==> config.mk <==
export PLATFORM = sky130hd
export DESIGN_NAME = ddrsb_data_path
export DESIGN_NICKNAME = d
export VERILOG_FILES = /design/src/logic/ddrsb_pkg.sv /design/src/logic/ddrsb_sync3.sv /design/src/logic/ddrsb_strobe_rx.sv /design/src/logic/ddrsb_data_path.sv
export SDC_FILE = /design/constraint.sdc
export NUM_CORES = 1
export LEC_CHECK = 0
export ABC_AREA = 1
export BUFFER_PORTS_ARGS = -buffer_cell sky130_fd_sc_hd__clkbuf_2
export CORE_ASPECT_RATIO = 0.7
export CORE_MARGIN = 1.5
export CORE_UTILIZATION = 58
export CTS_CLUSTER_SIZE = 12
export DETAILED_ROUTE_END_ITERATION = 16
export GPL_TIMING_DRIVEN = 0
export PLACE_DENSITY = 0.83
export SYNTH_ARGS = -nofsm -noshare
export SYNTH_HDL_FRONTEND = slang
export SYNTH_SLANG_ARGS = --single-unit
==> constraint.sdc <==
create_clock -name mclk -period 2 [get_ports mclk]
set_clock_uncertainty 0.2 [all_clocks]
set_input_delay 0.4 -clock mclk [delete_from_list [all_inputs] [get_ports mclk]]
set_output_delay 0.4 -clock mclk [all_outputs]
set_load 0.05 [all_outputs]
==> src/logic/ddrsb_pkg.sv <==
package ddrsb_pkg;
    // data group layout: one strobe per byte, two bytes on the bus
    localparam int DQ_W = 16;
    localparam int GRP_N = 2;
    localparam int BYTE_W = 8;
    localparam int COL_W = 10;
    localparam int PAIR_W = 2 * DQ_W;

    // input synchroniser depth (pin to stable level)
    localparam int SYNC_DEPTH = 3;

    // burst length codes on the burst_len input
    localparam logic [1:0] BL_CODE_2 = 2'h1;
    localparam logic [1:0] BL_CODE_4 = 2'h2;
    localparam logic [1:0] BL_CODE_8 = 2'h3;

    // command codes as {cs_n, ras_n, cas_n, we_n}
    localparam logic [3:0] CMD_NOP = 4'h7;
    localparam logic [3:0] CMD_READ = 4'h5;
    localparam logic [3:0] CMD_WRITE = 4'h4;
    localparam logic [3:0] CMD_TERM = 4'h6;
    localparam logic CS_IDLE = 1'h1;

    // reset values of pin drivers
    localparam logic [DQ_W-1:0] DQ_RST = 16'h0000;
    localparam logic [GRP_N-1:0] DQS_RST = 2'h0;
    localparam logic [GRP_N-1:0] DQS_HIGH = 2'h3;
    localparam logic [2:0] PAIRS_RST = 3'h0;

    // owner of the shared data bus
    typedef enum logic [1:0] {
        DDRSB_BUS_IDLE,
        DDRSB_BUS_READ,
        DDRSB_BUS_WRITE
    } ddrsb_bus_e;
endpackage : ddrsb_pkg

==> src/logic/ddrsb_sync3.sv <==
`timescale 1ns/1ps
module ddrsb_sync3 import ddrsb_pkg::*; #(
    parameter int W = 1
) (
    input wire logic mclk,
    input wire logic resetn,
    input wire logic [W-1:0] d,
    output logic [W-1:0] q
);
    logic [W-1:0] meta;
    logic [W-1:0] ff2;
    logic [W-1:0] ff3;

    // three stages; the first one is read only by the second
    always_ff @(posedge mclk or negedge resetn) begin
        if (!resetn) begin
            meta <= '0;
            ff2 <= '0;
            ff3 <= '0;
        end else begin
            meta <= d;
            ff2 <= meta;
            ff3 <= ff2;
        end
    end

    // a bit changes only once the second and third stages agree
    always_ff @(posedge mclk or negedge resetn) begin
        if (!resetn) begin
            q <= '0;
        end else begin
            q <= (ff2 & ff3) | (q & (ff2 ^ ff3));
        end
    end
endmodule : ddrsb_sync3

==> src/logic/ddrsb_strobe_rx.sv <==
`timescale 1ns/1ps
module ddrsb_strobe_rx import ddrsb_pkg::*; (
    input wire logic mclk,
    input wire logic resetn,
    input wire logic cap_en,
    input wire logic dqs_in,
    input wire logic [BYTE_W-1:0] dq_in,
    input wire logic dm_in,
    output logic pair_valid,
    output logic [2*BYTE_W-1:0] pair_data,
    output logic [1:0] pair_mask
);
    logic [BYTE_W+1:0] s;
    logic dqs_q;
    logic got_lo;
    logic [BYTE_W-1:0] lo_byte;
    logic lo_mask;
    logic dqs_rise;
    logic dqs_fall;

    // strobe, mask and data share one path so their skew stays matched
    ddrsb_sync3 #(.W(BYTE_W + 2)) u_sync (
        .mclk(mclk),
        .resetn(resetn),
        .d({dqs_in, dm_in, dq_in}),
        .q(s)
    );

    assign dqs_rise = s[BYTE_W+1] & ~dqs_q;
    assign dqs_fall = ~s[BYTE_W+1] & dqs_q;

    always_ff @(posedge mclk or negedge resetn) begin
        if (!resetn) begin
            dqs_q <= 1'b0;
        end else begin
            dqs_q <= s[BYTE_W+1];
        end
    end

    // strobe edges are the capture clock; ignored outside the window
    always_ff @(posedge mclk or negedge resetn) begin
        if (!resetn) begin
            got_lo <= 1'b0;
            lo_byte <= '0;
            lo_mask <= 1'b0;
            pair_valid <= 1'b0;
            pair_data <= '0;
            pair_mask <= 2'h0;
        end else begin
            pair_valid <= 1'b0;
            if (!cap_en) begin
                got_lo <= 1'b0;
            end else if (dqs_rise) begin
                lo_byte <= s[BYTE_W-1:0];
                lo_mask <= s[BYTE_W];
                got_lo <= 1'b1;
            end else if (dqs_fall && got_lo) begin
                pair_data <= {s[BYTE_W-1:0], lo_byte};
                pair_mask <= {s[BYTE_W], lo_mask};
                pair_valid <= 1'b1;
                got_lo <= 1'b0;
            end
        end
    end
endmodule : ddrsb_strobe_rx

==> src/logic/ddrsb_data_path.sv <==
`timescale 1ns/1ps
module ddrsb_data_path import ddrsb_pkg::*; (
    input wire logic mclk,
    input wire logic resetn,
    input wire logic ck,
    input wire logic cs_n,
    input wire logic ras_n,
    input wire logic cas_n,
    input wire logic we_n,
    input wire logic [COL_W-1:0] col_addr,
    input wire logic [1:0] burst_len,
    input wire logic burst_interleave,
    input wire logic [DQ_W-1:0] dq_in,
    output logic [DQ_W-1:0] dq_out,
    output logic dq_oe,
    input wire logic [GRP_N-1:0] dqs_in,
    output logic [GRP_N-1:0] dqs_out,
    output logic [GRP_N-1:0] dqs_oe,
    input wire logic [GRP_N-1:0] dm,
    output logic arr_rd_en,
    output logic [COL_W-1:0] arr_rd_col,
    input wire logic [PAIR_W-1:0] arr_rd_data,
    output logic arr_wr_en,
    output logic [COL_W-1:0] arr_wr_col,
    output logic [PAIR_W-1:0] arr_wr_data,
    output logic [2*GRP_N-1:0] arr_wr_mask,
    output logic rd_busy,
    output logic wr_busy
);
    // pairs in a burst: 1, 2 or 4; unknown codes fall back to one pair
    function automatic logic [2:0] pairs_of(input logic [1:0] code);
        case (code)
            BL_CODE_4: pairs_of = 3'h2;
            BL_CODE_8: pairs_of = 3'h4;
            default: pairs_of = 3'h1;
        endcase
    endfunction : pairs_of

    // column of pair k inside a burst, wrapping in the burst's own block
    function automatic logic [COL_W-1:0] col_of(input logic [COL_W-1:0] base,
            input logic [2:0] k, input logic [2:0] pairs, input logic ilv);
        logic [COL_W-1:0] msk;
        logic [COL_W-1:0] off;
        // block of 2*pairs words, so the wrap mask is 2*pairs-1
        msk = {{(COL_W-4){1'b0}}, pairs - 3'h1, 1'b1};
        off = {{(COL_W-4){1'b0}}, k, 1'b0};
        if (ilv) begin
            col_of = base ^ off;
        end else begin
            col_of = (base & ~msk) | ((base + off) & msk);
        end
    endfunction : col_of

    logic ck_s;
    logic ck_q;
    logic ck_rise;
    logic ck_fall;
    logic [COL_W+3:0] cmd_s;
    logic [3:0] cmd;
    logic [COL_W-1:0] col_s;
    logic is_nop;
    logic is_read;
    logic is_write;
    logic [2:0] burst_pairs;

    // the link clock and command pins come from outside mclk's domain
    ddrsb_sync3 #(.W(1)) u_ck_sync (
        .mclk(mclk),
        .resetn(resetn),
        .d(ck),
        .q(ck_s)
    );

    ddrsb_sync3 #(.W(COL_W + 4)) u_cmd_sync (
        .mclk(mclk),
        .resetn(resetn),
        .d({cs_n, ras_n, cas_n, we_n, col_addr}),
        .q(cmd_s)
    );

    always_ff @(posedge mclk or negedge resetn) begin
        if (!resetn) begin
            ck_q <= 1'b0;
        end else begin
            ck_q <= ck_s;
        end
    end

    // commands count only on the rise; data moves on rise and fall
    assign ck_rise = ck_s & ~ck_q;
    assign ck_fall = ~ck_s & ck_q;
    assign cmd = cmd_s[COL_W+3:COL_W];
    assign col_s = cmd_s[COL_W-1:0];
    assign is_nop = (cmd == CMD_NOP) || (cmd[3] == CS_IDLE);
    assign is_read = (cmd == CMD_READ);
    assign is_write = (cmd == CMD_WRITE);
    assign burst_pairs = pairs_of(burst_len);

    // read side: fetch, hold and launch of word pairs
    logic [2:0] rd_left;
    logic [2:0] rd_idx;
    logic [COL_W-1:0] rd_base;
    logic [2:0] rd_pairs;
    logic rd_ilv;
    logic rd_fetch_d;
    logic pend_valid;
    logic [PAIR_W-1:0] pend_data;
    logic [DQ_W-1:0] hi_word;
    logic driving;
    logic half_seen;
    ddrsb_bus_e bus_owner;

    // each rise is the controlling slot of the next pair
    always_ff @(posedge mclk or negedge resetn) begin
        if (!resetn) begin
            rd_left <= PAIRS_RST;
            rd_idx <= PAIRS_RST;
            rd_base <= '0;
            rd_pairs <= PAIRS_RST;
            rd_ilv <= 1'b0;
            arr_rd_en <= 1'b0;
            arr_rd_col <= '0;
        end else begin
            arr_rd_en <= 1'b0;
            if (ck_rise) begin
                if (is_read) begin
                    arr_rd_en <= 1'b1;
                    arr_rd_col <= col_s;
                    rd_base <= col_s;
                    rd_pairs <= burst_pairs;
                    rd_ilv <= burst_interleave;
                    rd_idx <= 3'h1;
                    rd_left <= burst_pairs - 3'h1;
                end else if (rd_left != PAIRS_RST) begin
                    if (is_nop) begin
                        arr_rd_en <= 1'b1;
                        arr_rd_col <= col_of(rd_base, rd_idx, rd_pairs, rd_ilv);
                        rd_idx <= rd_idx + 3'h1;
                        rd_left <= rd_left - 3'h1;
                    end else begin
                        rd_left <= PAIRS_RST;
                    end
                end
            end
        end
    end

    // the array answers one cycle after the fetch; keep the whole pair
    always_ff @(posedge mclk or negedge resetn) begin
        if (!resetn) begin
            rd_fetch_d <= 1'b0;
            pend_valid <= 1'b0;
            pend_data <= '0;
        end else begin
            rd_fetch_d <= arr_rd_en;
            if (rd_fetch_d) begin
                pend_valid <= 1'b1;
                pend_data <= arr_rd_data;
            end else if (ck_rise && pend_valid) begin
                pend_valid <= 1'b0;
            end
        end
    end

    // data and strobe leave from the same flops on the same event
    always_ff @(posedge mclk or negedge resetn) begin
        if (!resetn) begin
            dq_out <= DQ_RST;
            dq_oe <= 1'b0;
            dqs_out <= DQS_RST;
            dqs_oe <= DQS_RST;
            hi_word <= DQ_RST;
            driving <= 1'b0;
        end else if (ck_rise) begin
            if (pend_valid) begin
                dq_out <= pend_data[DQ_W-1:0];
                hi_word <= pend_data[PAIR_W-1:DQ_W];
                dq_oe <= 1'b1;
                dqs_out <= DQS_HIGH;
                dqs_oe <= DQS_HIGH;
                driving <= 1'b1;
            end else if (driving) begin
                dq_oe <= 1'b0;
                dqs_oe <= DQS_RST;
                driving <= 1'b0;
            end else if (is_read) begin
                dqs_out <= DQS_RST;
                dqs_oe <= DQS_HIGH;
            end
        end else if (ck_fall && driving) begin
            dq_out <= hi_word;
            dqs_out <= DQS_RST;
        end
    end

    // marks that the second word of the current pair went out
    always_ff @(posedge mclk or negedge resetn) begin
        if (!resetn) begin
            half_seen <= 1'b0;
        end else if (ck_rise) begin
            half_seen <= 1'b0;
        end else if (ck_fall && driving) begin
            half_seen <= 1'b1;
        end
    end

    // write side: per-group capture and commit
    logic [2:0] wr_left;
    logic [2:0] wr_idx;
    logic [COL_W-1:0] wr_base;
    logic [2:0] wr_pairs;
    logic wr_ilv;
    logic wr_sched;
    logic [COL_W-1:0] wr_sched_col;
    logic [COL_W-1:0] wr_cur_col;
    logic wr_inflight;
    logic cap_en;
    logic [GRP_N-1:0] grp_pv;
    logic [GRP_N-1:0] grp_done;
    logic [GRP_N-1:0] next_grp_done;
    logic [2*BYTE_W-1:0] grp_data [GRP_N];
    logic [1:0] grp_mask [GRP_N];
    logic [2*BYTE_W-1:0] hold_data [GRP_N];
    logic [1:0] hold_mask [GRP_N];
    logic commit;

    // one independent capture unit per strobe and its byte
    genvar g;
    generate
        for (g = 0; g < GRP_N; g++) begin : g_grp
            ddrsb_strobe_rx u_rx (
                .mclk(mclk),
                .resetn(resetn),
                .cap_en(cap_en),
                .dqs_in(dqs_in[g]),
                .dq_in(dq_in[g*BYTE_W +: BYTE_W]),
                .dm_in(dm[g]),
                .pair_valid(grp_pv[g]),
                .pair_data(grp_data[g]),
                .pair_mask(grp_mask[g])
            );

            always_ff @(posedge mclk or negedge resetn) begin
                if (!resetn) begin
                    hold_data[g] <= '0;
                    hold_mask[g] <= 2'h0;
                end else if (grp_pv[g]) begin
                    hold_data[g] <= grp_data[g];
                    hold_mask[g] <= grp_mask[g];
                end
            end

            // pair word 0 sits in the low half, word 1 in the high half
            assign arr_wr_data[g*BYTE_W +: BYTE_W] = hold_data[g][BYTE_W-1:0];
            assign arr_wr_data[DQ_W + g*BYTE_W +: BYTE_W] = hold_data[g][2*BYTE_W-1:BYTE_W];
            assign arr_wr_mask[g] = hold_mask[g][0];
            assign arr_wr_mask[GRP_N + g] = hold_mask[g][1];
        end
    endgenerate

    // pair k is scheduled on one rise and its data starts on the next
    always_ff @(posedge mclk or negedge resetn) begin
        if (!resetn) begin
            wr_left <= PAIRS_RST;
            wr_idx <= PAIRS_RST;
            wr_base <= '0;
            wr_pairs <= PAIRS_RST;
            wr_ilv <= 1'b0;
            wr_sched <= 1'b0;
            wr_sched_col <= '0;
            wr_cur_col <= '0;
            wr_inflight <= 1'b0;
        end else if (ck_rise) begin
            wr_inflight <= wr_sched;
            if (wr_sched) begin
                wr_cur_col <= wr_sched_col;
            end
            wr_sched <= 1'b0;
            if (is_write) begin
                wr_sched <= 1'b1;
                wr_sched_col <= col_s;
                wr_base <= col_s;
                wr_pairs <= burst_pairs;
                wr_ilv <= burst_interleave;
                wr_idx <= 3'h1;
                wr_left <= burst_pairs - 3'h1;
            end else if (wr_left != PAIRS_RST) begin
                if (is_nop) begin
                    wr_sched <= 1'b1;
                    wr_sched_col <= col_of(wr_base, wr_idx, wr_pairs, wr_ilv);
                    wr_idx <= wr_idx + 3'h1;
                    wr_left <= wr_left - 3'h1;
                end else begin
                    wr_left <= PAIRS_RST;
                end
            end
        end
    end

    // window opens a full clock ahead so the preamble is seen
    assign cap_en = wr_sched | wr_inflight;

    // a group's half stays done until the pair commits; a set wins
    assign commit = &grp_done;
    assign next_grp_done = (grp_done & ~{GRP_N{commit}}) | grp_pv;

    always_ff @(posedge mclk or negedge resetn) begin
        if (!resetn) begin
            grp_done <= '0;
        end else begin
            grp_done <= next_grp_done;
        end
    end

    // commit after the whole pair is in: array write lands at the end
    always_ff @(posedge mclk or negedge resetn) begin
        if (!resetn) begin
            arr_wr_en <= 1'b0;
            arr_wr_col <= '0;
        end else begin
            arr_wr_en <= commit;
            if (commit) begin
                arr_wr_col <= wr_cur_col;
            end
        end
    end

    // bus ownership, also shown as busy flags
    always_ff @(posedge mclk or negedge resetn) begin
        if (!resetn) begin
            bus_owner <= DDRSB_BUS_IDLE;
        end else begin
            case (bus_owner)
                DDRSB_BUS_IDLE: begin
                    if (dqs_oe != DQS_RST) begin
                        bus_owner <= DDRSB_BUS_READ;
                    end else if (cap_en) begin
                        bus_owner <= DDRSB_BUS_WRITE;
                    end
                end
                DDRSB_BUS_READ: begin
                    if (dqs_oe == DQS_RST) begin
                        bus_owner <= DDRSB_BUS_IDLE;
                    end
                end
                DDRSB_BUS_WRITE: begin
                    if (!cap_en && grp_done == '0) begin
                        bus_owner <= DDRSB_BUS_IDLE;
                    end
                end
                default: bus_owner <= DDRSB_BUS_IDLE;
            endcase
        end
    end

    assign rd_busy = (bus_owner == DDRSB_BUS_READ);
    assign wr_busy = (bus_owner == DDRSB_BUS_WRITE);
endmodule : ddrsb_data_path

# Word-level counts from Yosys, hierarchy flattened
# Cells that the tools add are included.
[totals] register_bits=397 out_inout_bits=81 wordCells=231
[classes] addsub=9 n_eq_ne=15 muxes=60 n_bitwise=44 reduce_logical=39
[ops] op="2-to-1 mux 10 bit" n=8
[ops] op="bitwise AND 10 bit" n=6
[ops] op="2-to-1 mux 16 bit" n=3
[ops] op="OR 10 bit" n=4
[ops] op="2-to-1 mux 3 bit" n=12
[ops] op="bitwise AND 14 bit" n=2
[ops] op="2-to-1 mux 2 bit" n=12
[ops] op="AND reduction 2 bit" n=12
[ops] op="2-to-1 mux 1 bit" n=23
[ops] op="adder 10 x 4 -> 10 bit" n=2
[ops] op="bitwise AND 10 x 4 -> 10 bit" n=2
[ops] op="inverter 4 -> 10 bit" n=2
[ops] op="bitwise XOR 10 bit" n=2
[ops] op="bitwise XOR 10 x 4 -> 10 bit" n=2
[ops] op="AND reduction 3 bit" n=6
[ops] op="nonzero test 2 bit" n=8
[ops] op="subtractor 3 x 1 -> 3 bit (second input constant)" n=5
[ops] op="OR 14 bit" n=1
[ops] op="bitwise XOR 14 bit" n=1
[ops] op="== test 4 x 3 -> 1 bit (second input constant)" n=3
[ops] op="nonzero test 3 bit" n=3
[ops] op="bitwise AND 1 bit" n=8
[ops] op="inverter 1 bit" n=8
[ops] op="adder 3 x 1 -> 3 bit (second input constant)" n=2
[ops] op="other kinds (17)" n=30

# Logic depth before layout (Yosys ltp)
[depth] word_depth=8 mapped_depth=11 depth_no_buf=11

# Modules after synthesis
# From an unflattened synthesis, not the netlist that was laid out.
[hier_totals] hier_cells=1372 hier_area_um2=15075.7
[by_module_without_submodules] module="ddrsb_data_path" instances=1 cells_each=844 area_per_inst_um2=8328.0 seq_area_each_um2=4879.7
[by_module_without_submodules] module="ddrsb_sync3 (g_grp[0].u_rx.u_sync ...)" instances=2 cells_each=80 area_per_inst_um2=1238.7 seq_area_each_um2=1001.0
[by_module_without_submodules] module="ddrsb_strobe_rx" instances=2 cells_each=124 area_per_inst_um2=1206.2 seq_area_each_um2=750.7
[by_module_without_submodules] module="ddrsb_sync3 (u_cmd_sync)" instances=1 cells_each=112 area_per_inst_um2=1734.2 seq_area_each_um2=1401.3
[by_module_without_submodules] module="ddrsb_sync3 (u_ck_sync)" instances=1 cells_each=8 area_per_inst_um2=123.9 seq_area_each_um2=100.1

# Least setup slack after synthesis
# Ideal clock, no wire load.
[synth_timing] kind="reg2reg" from="reg wr_idx[0]" to="reg wr_sched_col[2]" arrival_ps=1415 setup_slack_ps=267 stages_incl_launch_ff=9 path_buffers=0 synth_period_minus_slack_ps=1733 path_cell_list="dfrtp_1 > ha_1 > fa_1 > inv_1 > o21ai_0 > o21ai_0 > nand2_1 > nand3_1 > nand2_1"
[synth_between] elab_chain_cells=7
[synth_lines] item="start: declaration" line_no="ddrsb_data_path.sv:209" rtl="logic [2:0] wr_idx;"
[synth_lines] item="start signal: assignment" line_no="ddrsb_data_path.sv:291" rtl="wr_idx <= wr_idx + 3'h1;"
[synth_lines] item="adder 10 x 4 -> 10 bit" line_no="ddrsb_data_path.sv:50" rtl="col_of = (base & ~msk) | ((base + off) & msk);"
[synth_lines] item="bitwise AND 10 x 4 -> 10 bit" line_no="ddrsb_data_path.sv:50"
[synth_lines] item="OR 10 bit" line_no="ddrsb_data_path.sv:50"
[synth_lines] item="2-to-1 mux 10 bit" line_no="ddrsb_data_path.sv:47" rtl="if (ilv) begin"
[synth_lines] item="2-to-1 mux 10 bit" line_no="ddrsb_data_path.sv:288" rtl="if (is_nop) begin"
[synth_lines] item="2-to-1 mux 10 bit" line_no="ddrsb_data_path.sv:287" rtl="end else if (wr_left != PAIRS_RST) begin"
[synth_lines] item="2-to-1 mux 10 bit" line_no="ddrsb_data_path.sv:279" rtl="if (is_write) begin"
[synth_lines] item="end signal: assignment" line_no="ddrsb_data_path.sv:281" rtl="wr_sched_col <= col_s;"
[synth_lines] item="end signal: assignment" line_no="ddrsb_data_path.sv:290" rtl="wr_sched_col <= col_of(wr_base, wr_idx, wr_pairs, wr_ilv);"
[synth_lines] item="end: declaration" line_no="ddrsb_data_path.sv:214" rtl="logic [COL_W-1:0] wr_sched_col;"
# Every way passes these cells. The select of a mux whose other input is x is not followed.
# A chain may end at the register's enable or synchronous reset.

# Worst setup path in the final report
[layout_timing] from="reg rd_idx[0]" to="reg arr_rd_col[2]"
[layout_between] elab_chain_cells=7
[layout_lines] item="start: declaration" line_no="ddrsb_data_path.sv:101" rtl="logic [2:0] rd_idx;"
[layout_lines] item="start signal: assignment" line_no="ddrsb_data_path.sv:138" rtl="rd_idx <= rd_idx + 3'h1;"
[layout_lines] item="adder 10 x 4 -> 10 bit" line_no="ddrsb_data_path.sv:50"
[layout_lines] item="bitwise AND 10 x 4 -> 10 bit" line_no="ddrsb_data_path.sv:50"
[layout_lines] item="OR 10 bit" line_no="ddrsb_data_path.sv:50"
[layout_lines] item="2-to-1 mux 10 bit" line_no="ddrsb_data_path.sv:47"
[layout_lines] item="2-to-1 mux 10 bit" line_no="ddrsb_data_path.sv:135" rtl="if (is_nop) begin"
[layout_lines] item="2-to-1 mux 10 bit" line_no="ddrsb_data_path.sv:134" rtl="end else if (rd_left != PAIRS_RST) begin"
[layout_lines] item="2-to-1 mux 10 bit" line_no="ddrsb_data_path.sv:126" rtl="if (is_read) begin"
[layout_lines] item="end signal: assignment" line_no="ddrsb_data_path.sv:128" rtl="arr_rd_col <= col_s;"
[layout_lines] item="end signal: assignment" line_no="ddrsb_data_path.sv:137" rtl="arr_rd_col <= col_of(rd_base, rd_idx, rd_pairs, rd_ilv);"
[layout_lines] item="end: declaration" line_no="ddrsb_data_path.sv:21" rtl="output logic [COL_W-1:0] arr_rd_col,"
# Every way passes these cells. The select of a mux whose other input is x is not followed.

==> flow_summary.yaml <==
place:
  place_ws_ns: -0.108
  dp.cells: 1762
  gp_congestion: 0.858
  placed_cell_area_um2: 16000
  io_buffer_count: 152
  hpwl_mm: 19.6
cts:
  cts-buffers-inserted: 39
  cts_max_path_buffers: 3
  h-tree-depth: 2
  clock_sinks: 395
  cts_hold_buf: 70
  path_clk_slew_ns: 0.06
  cts_tree: "yes"
  clkLatencyLatePin_ns: 0.52
  cts_root_buf: "clkbuf_16"
outcome:
  outcome: "finished with violations"
  failed_checks: "DRC, hold timing"
cells_and_area:
  n_antenna_cell: 0
  fin_nets: 1670
  final_cells: 1882
  syn_to_final_growth_pct: 20.6
  drive_gt1_share_pct: 20.8
  design_area_um2: 17800
setup_path:
  worstPathCellList: "ha_1 -> fa_1 -> inv_1 -> o21ai_0 -> nand2_1 -> nand3_1 -> nand3b_1 -> nand2_1"
  critPathTopFamily: "adder cells"
  cpPeakStageDelay_ns: 0.49
  critPathMaxFanout: 4
  cp.required_ns: 2.26
  cp_num_buf_inv: 1
  worstSetupPathType: "reg -> reg"
  crit_top_cell: "nand2_1"
  critPathLaunchType: "register"
  cp_slowest_cell: "fa_1"
  arrival_ns: 2.20
  cp-end-kind: "register"
die:
  start_util_pct: 59.5
  coreArea_um2: 24800
  die_area_um2: 26400
  rows: 48
  ios: 153
  dieWidth_um: 194
  die_h_um: 136
grt:
  grt_max_degree: 122
  grt_overflow: 0
  grt_pass1_vias: 10300
  antenna_found_initial: 0
  grt_pass1_wl_mm: 51.2
  grt_util_all_layers_pct: 24.3
routing:
  wl_met3_mm: 1.84
  wire_per_inst_um: 16.4
  dr.pass1.iters: 11
  route.met2.wl_mm: 14.6
  top_layer_used: "met4"
  vias_per_cell: 5.33
  wl_met1_mm: 13.8
  drt-initial-drc-count: 699
  via_count: 10031
  antenna_left: 0
  wl_mm: 30.9
  drc_errors: 15
yosys:
  avgSynthCellArea_um2: 11.5
  synth_largest_area_cell: "dfrtp_1"
  synthArstFlopShare_pct: 100
  ys_types: 38
  synth_area_leaders: "dfrtp_1 67%, nand2_1 8.7%, o21ai_0 4.3%"
  synthesis.instances: 1282
  synth_top_area_share_pct: 67.0
  synth_edf_count: 0
  syn_nets: 1403
  yosysMostFrequentCell: "dfrtp_1"
  synth_area_um2: 14800
  yosysSeqAreaShare_pct: 67.0
  synth_commonest_cells: "395 x dfrtp_1, 341 x nand2_1, 127 x o21ai_0, 100 x inv_1, 52 x mux2_2"
  ys.flop_type: "dfrtp_1"
  yosys_warnings: 0
  ys_ff_latch: 395
sta:
  relSlewSlack_pct: 57.1
  setup_violations: 0
  fmax_mhz: 517
  hold_viol: 76
  layout_setup_ws_ns: 0.0641
  period_needed_ns: 1.94
  period_share_pct: 96.8
  hold_ws_ns: -0.303
  worst_pin_slew_ns: 0.643
  rsz0062_at_grt: "no"
  slew_viol_final: 0
min_path:
  hp-class: "in -> async"
power_and_ir_drop:
  combPwrFrac_pct: 29.0
  seqPwrFrac_pct: 45.7
  peakVddDrop_mv: 0.784
  cell_internal_pwr_uw: 16300
  share_clk_of_total_power_pct: 25.3
  leakagePower_uw: 0.00921
  power.switching_uw: 9270
  powerDensity_nw_per_um2: 1440
  p_sw_share_pct: 36.2
run:
  maxCapViolCount: 0
[timing repair]
action,in CTS,in global routing
gates resized for setup,2,3
hold endpoints to repair,149,76
setup buffers,0,1
endpoints found under the setup margin,2,4
[cell families (layout without fill, tap and decap cells)]
kind of cell,count (synthesis),after routing,share of synthesized area (%)
and+or+nand+nor,417,417,11.6
DFF,395,395,67.0
AOI/OAI and AO/OA,215,215,8.47
buffers and inverters,151,426,4.54
muxes,52,52,3.97
adders and majority gates,49,49,4.25
xor gates and xnor gates,3,3,0.178
[sequential cells by signal (all words and copies together), names as in the netlist, 4 cells and up]
signal / cells
arr_wr_data: 32
g_grp.u_rx.pair_data: 32
pend_data: 32
g_grp.u_rx.u_sync.ff2: 20
g_grp.u_rx.u_sync.ff3: 20
g_grp.u_rx.u_sync.meta: 20
g_grp.u_rx.u_sync.q: 20
dq_out: 16
g_grp.u_rx.lo_byte: 16
hi_word: 16
u_cmd_sync.ff2: 14
u_cmd_sync.ff3: 14
u_cmd_sync.meta: 14
u_cmd_sync.q: 14
arr_rd_col: 10
arr_wr_col: 10
rd_base: 10
wr_base: 10
wr_cur_col: 10
wr_sched_col: 10
arr_wr_mask: 4
g_grp.u_rx.pair_mask: 4
[power groups by stage]
| stage | Combinational (µW) | Clock, µW | Sequential, µW |
|---|---|---|---|
| 3_3_place_gp | 6830 | 0 | 11600 |
| 4_1_cts | 7350 | 6610 | 11600 |
| 2_1_floorplan | 3470 | 0 | 13300 |
| 5_1_grt | 8140 | 6940 | 11900 |
| 6_report | 7410 | 6480 | 11700 |
| 3_5_place_dp | 7170 | 0 | 11700 |
[per-layer routing]
metal	global-route usage (%)	vias up
li1	-	4647
met1	34.1	4988
met2	38.9	335
met3	4.39	61
met4	7.96	0
met5	0	-
[area by class of cell]
type | count | area [µm²]
well taps | 325 | 407
inverters | 110 | 419
repair buffers | 226 | 1560
plain buffers | 41 | 251
clock inverters | 2 | 10.0
multi-input cells | 736 | 4210
flip-flops and latches | 395 | 9890
fillers | 1683 | 7000
clock buffers | 47 | 1060
[final timing paths]
kind                                     start                         to  slack [ns]  cells after the start
max                                  rd_idx[0]              arr_rd_col[2]        0.06                      8
min                                     resetn                  dq_out[3]       -0.30                      1
max reg2reg                          rd_idx[0]              arr_rd_col[2]        0.06                      8
min reg2reg                u_cmd_sync.meta[10]         u_cmd_sync.ff2[10]        0.14                      0
max in group asynchronous               resetn  g_grp[1].u_rx.u_sync.q[0]        0.52                      3
min in group mclk          u_cmd_sync.meta[10]         u_cmd_sync.ff2[10]        0.14                      0
[cells in the final DEF (no fill, tap or decap), types with 4 or more instances in the layout]
cell	Yosys	final
dfrtp_1	395	393
nand2_1	341	341
clkbuf_2	3	151
o21ai_0	127	127
inv_1	100	100
dlygate4sd3_1	0	70
mux2_2	52	52
ha_1	47	47
clkbuf_16	0	41
nor2_1	37	37
a21o_1	36	36
buf_2	18	20
a31oi_1	18	18
nand3_1	18	18
clkbuf_1	9	14
o21ai_1	13	13
o21ai_2	10	10
buf_6	8	8
inv_2	4	4
nand3_2	4	4
nand2_2	4	4
buf_4	3	4
a21oi_1	4	4
[stage by stage]
| stage | total power (µW) | utilization (%) | TNS [ns] |
|---|---|---|---|
| 2_1_floorplan | 16800 | - | 0 |
| 6_report | 25600 | 71.8 | 0 |
| 4_1_cts | 25600 | 71.7 | 0 |
| 3_3_place_gp | 18500 | 64.2 | -3165.60 |
| 5_1_grt | 27000 | 71.8 | 0 |
| 3_5_place_dp | 18900 | 64.6 | -10.91 |
Note: power is estimated with default switching activity, not from simulation.
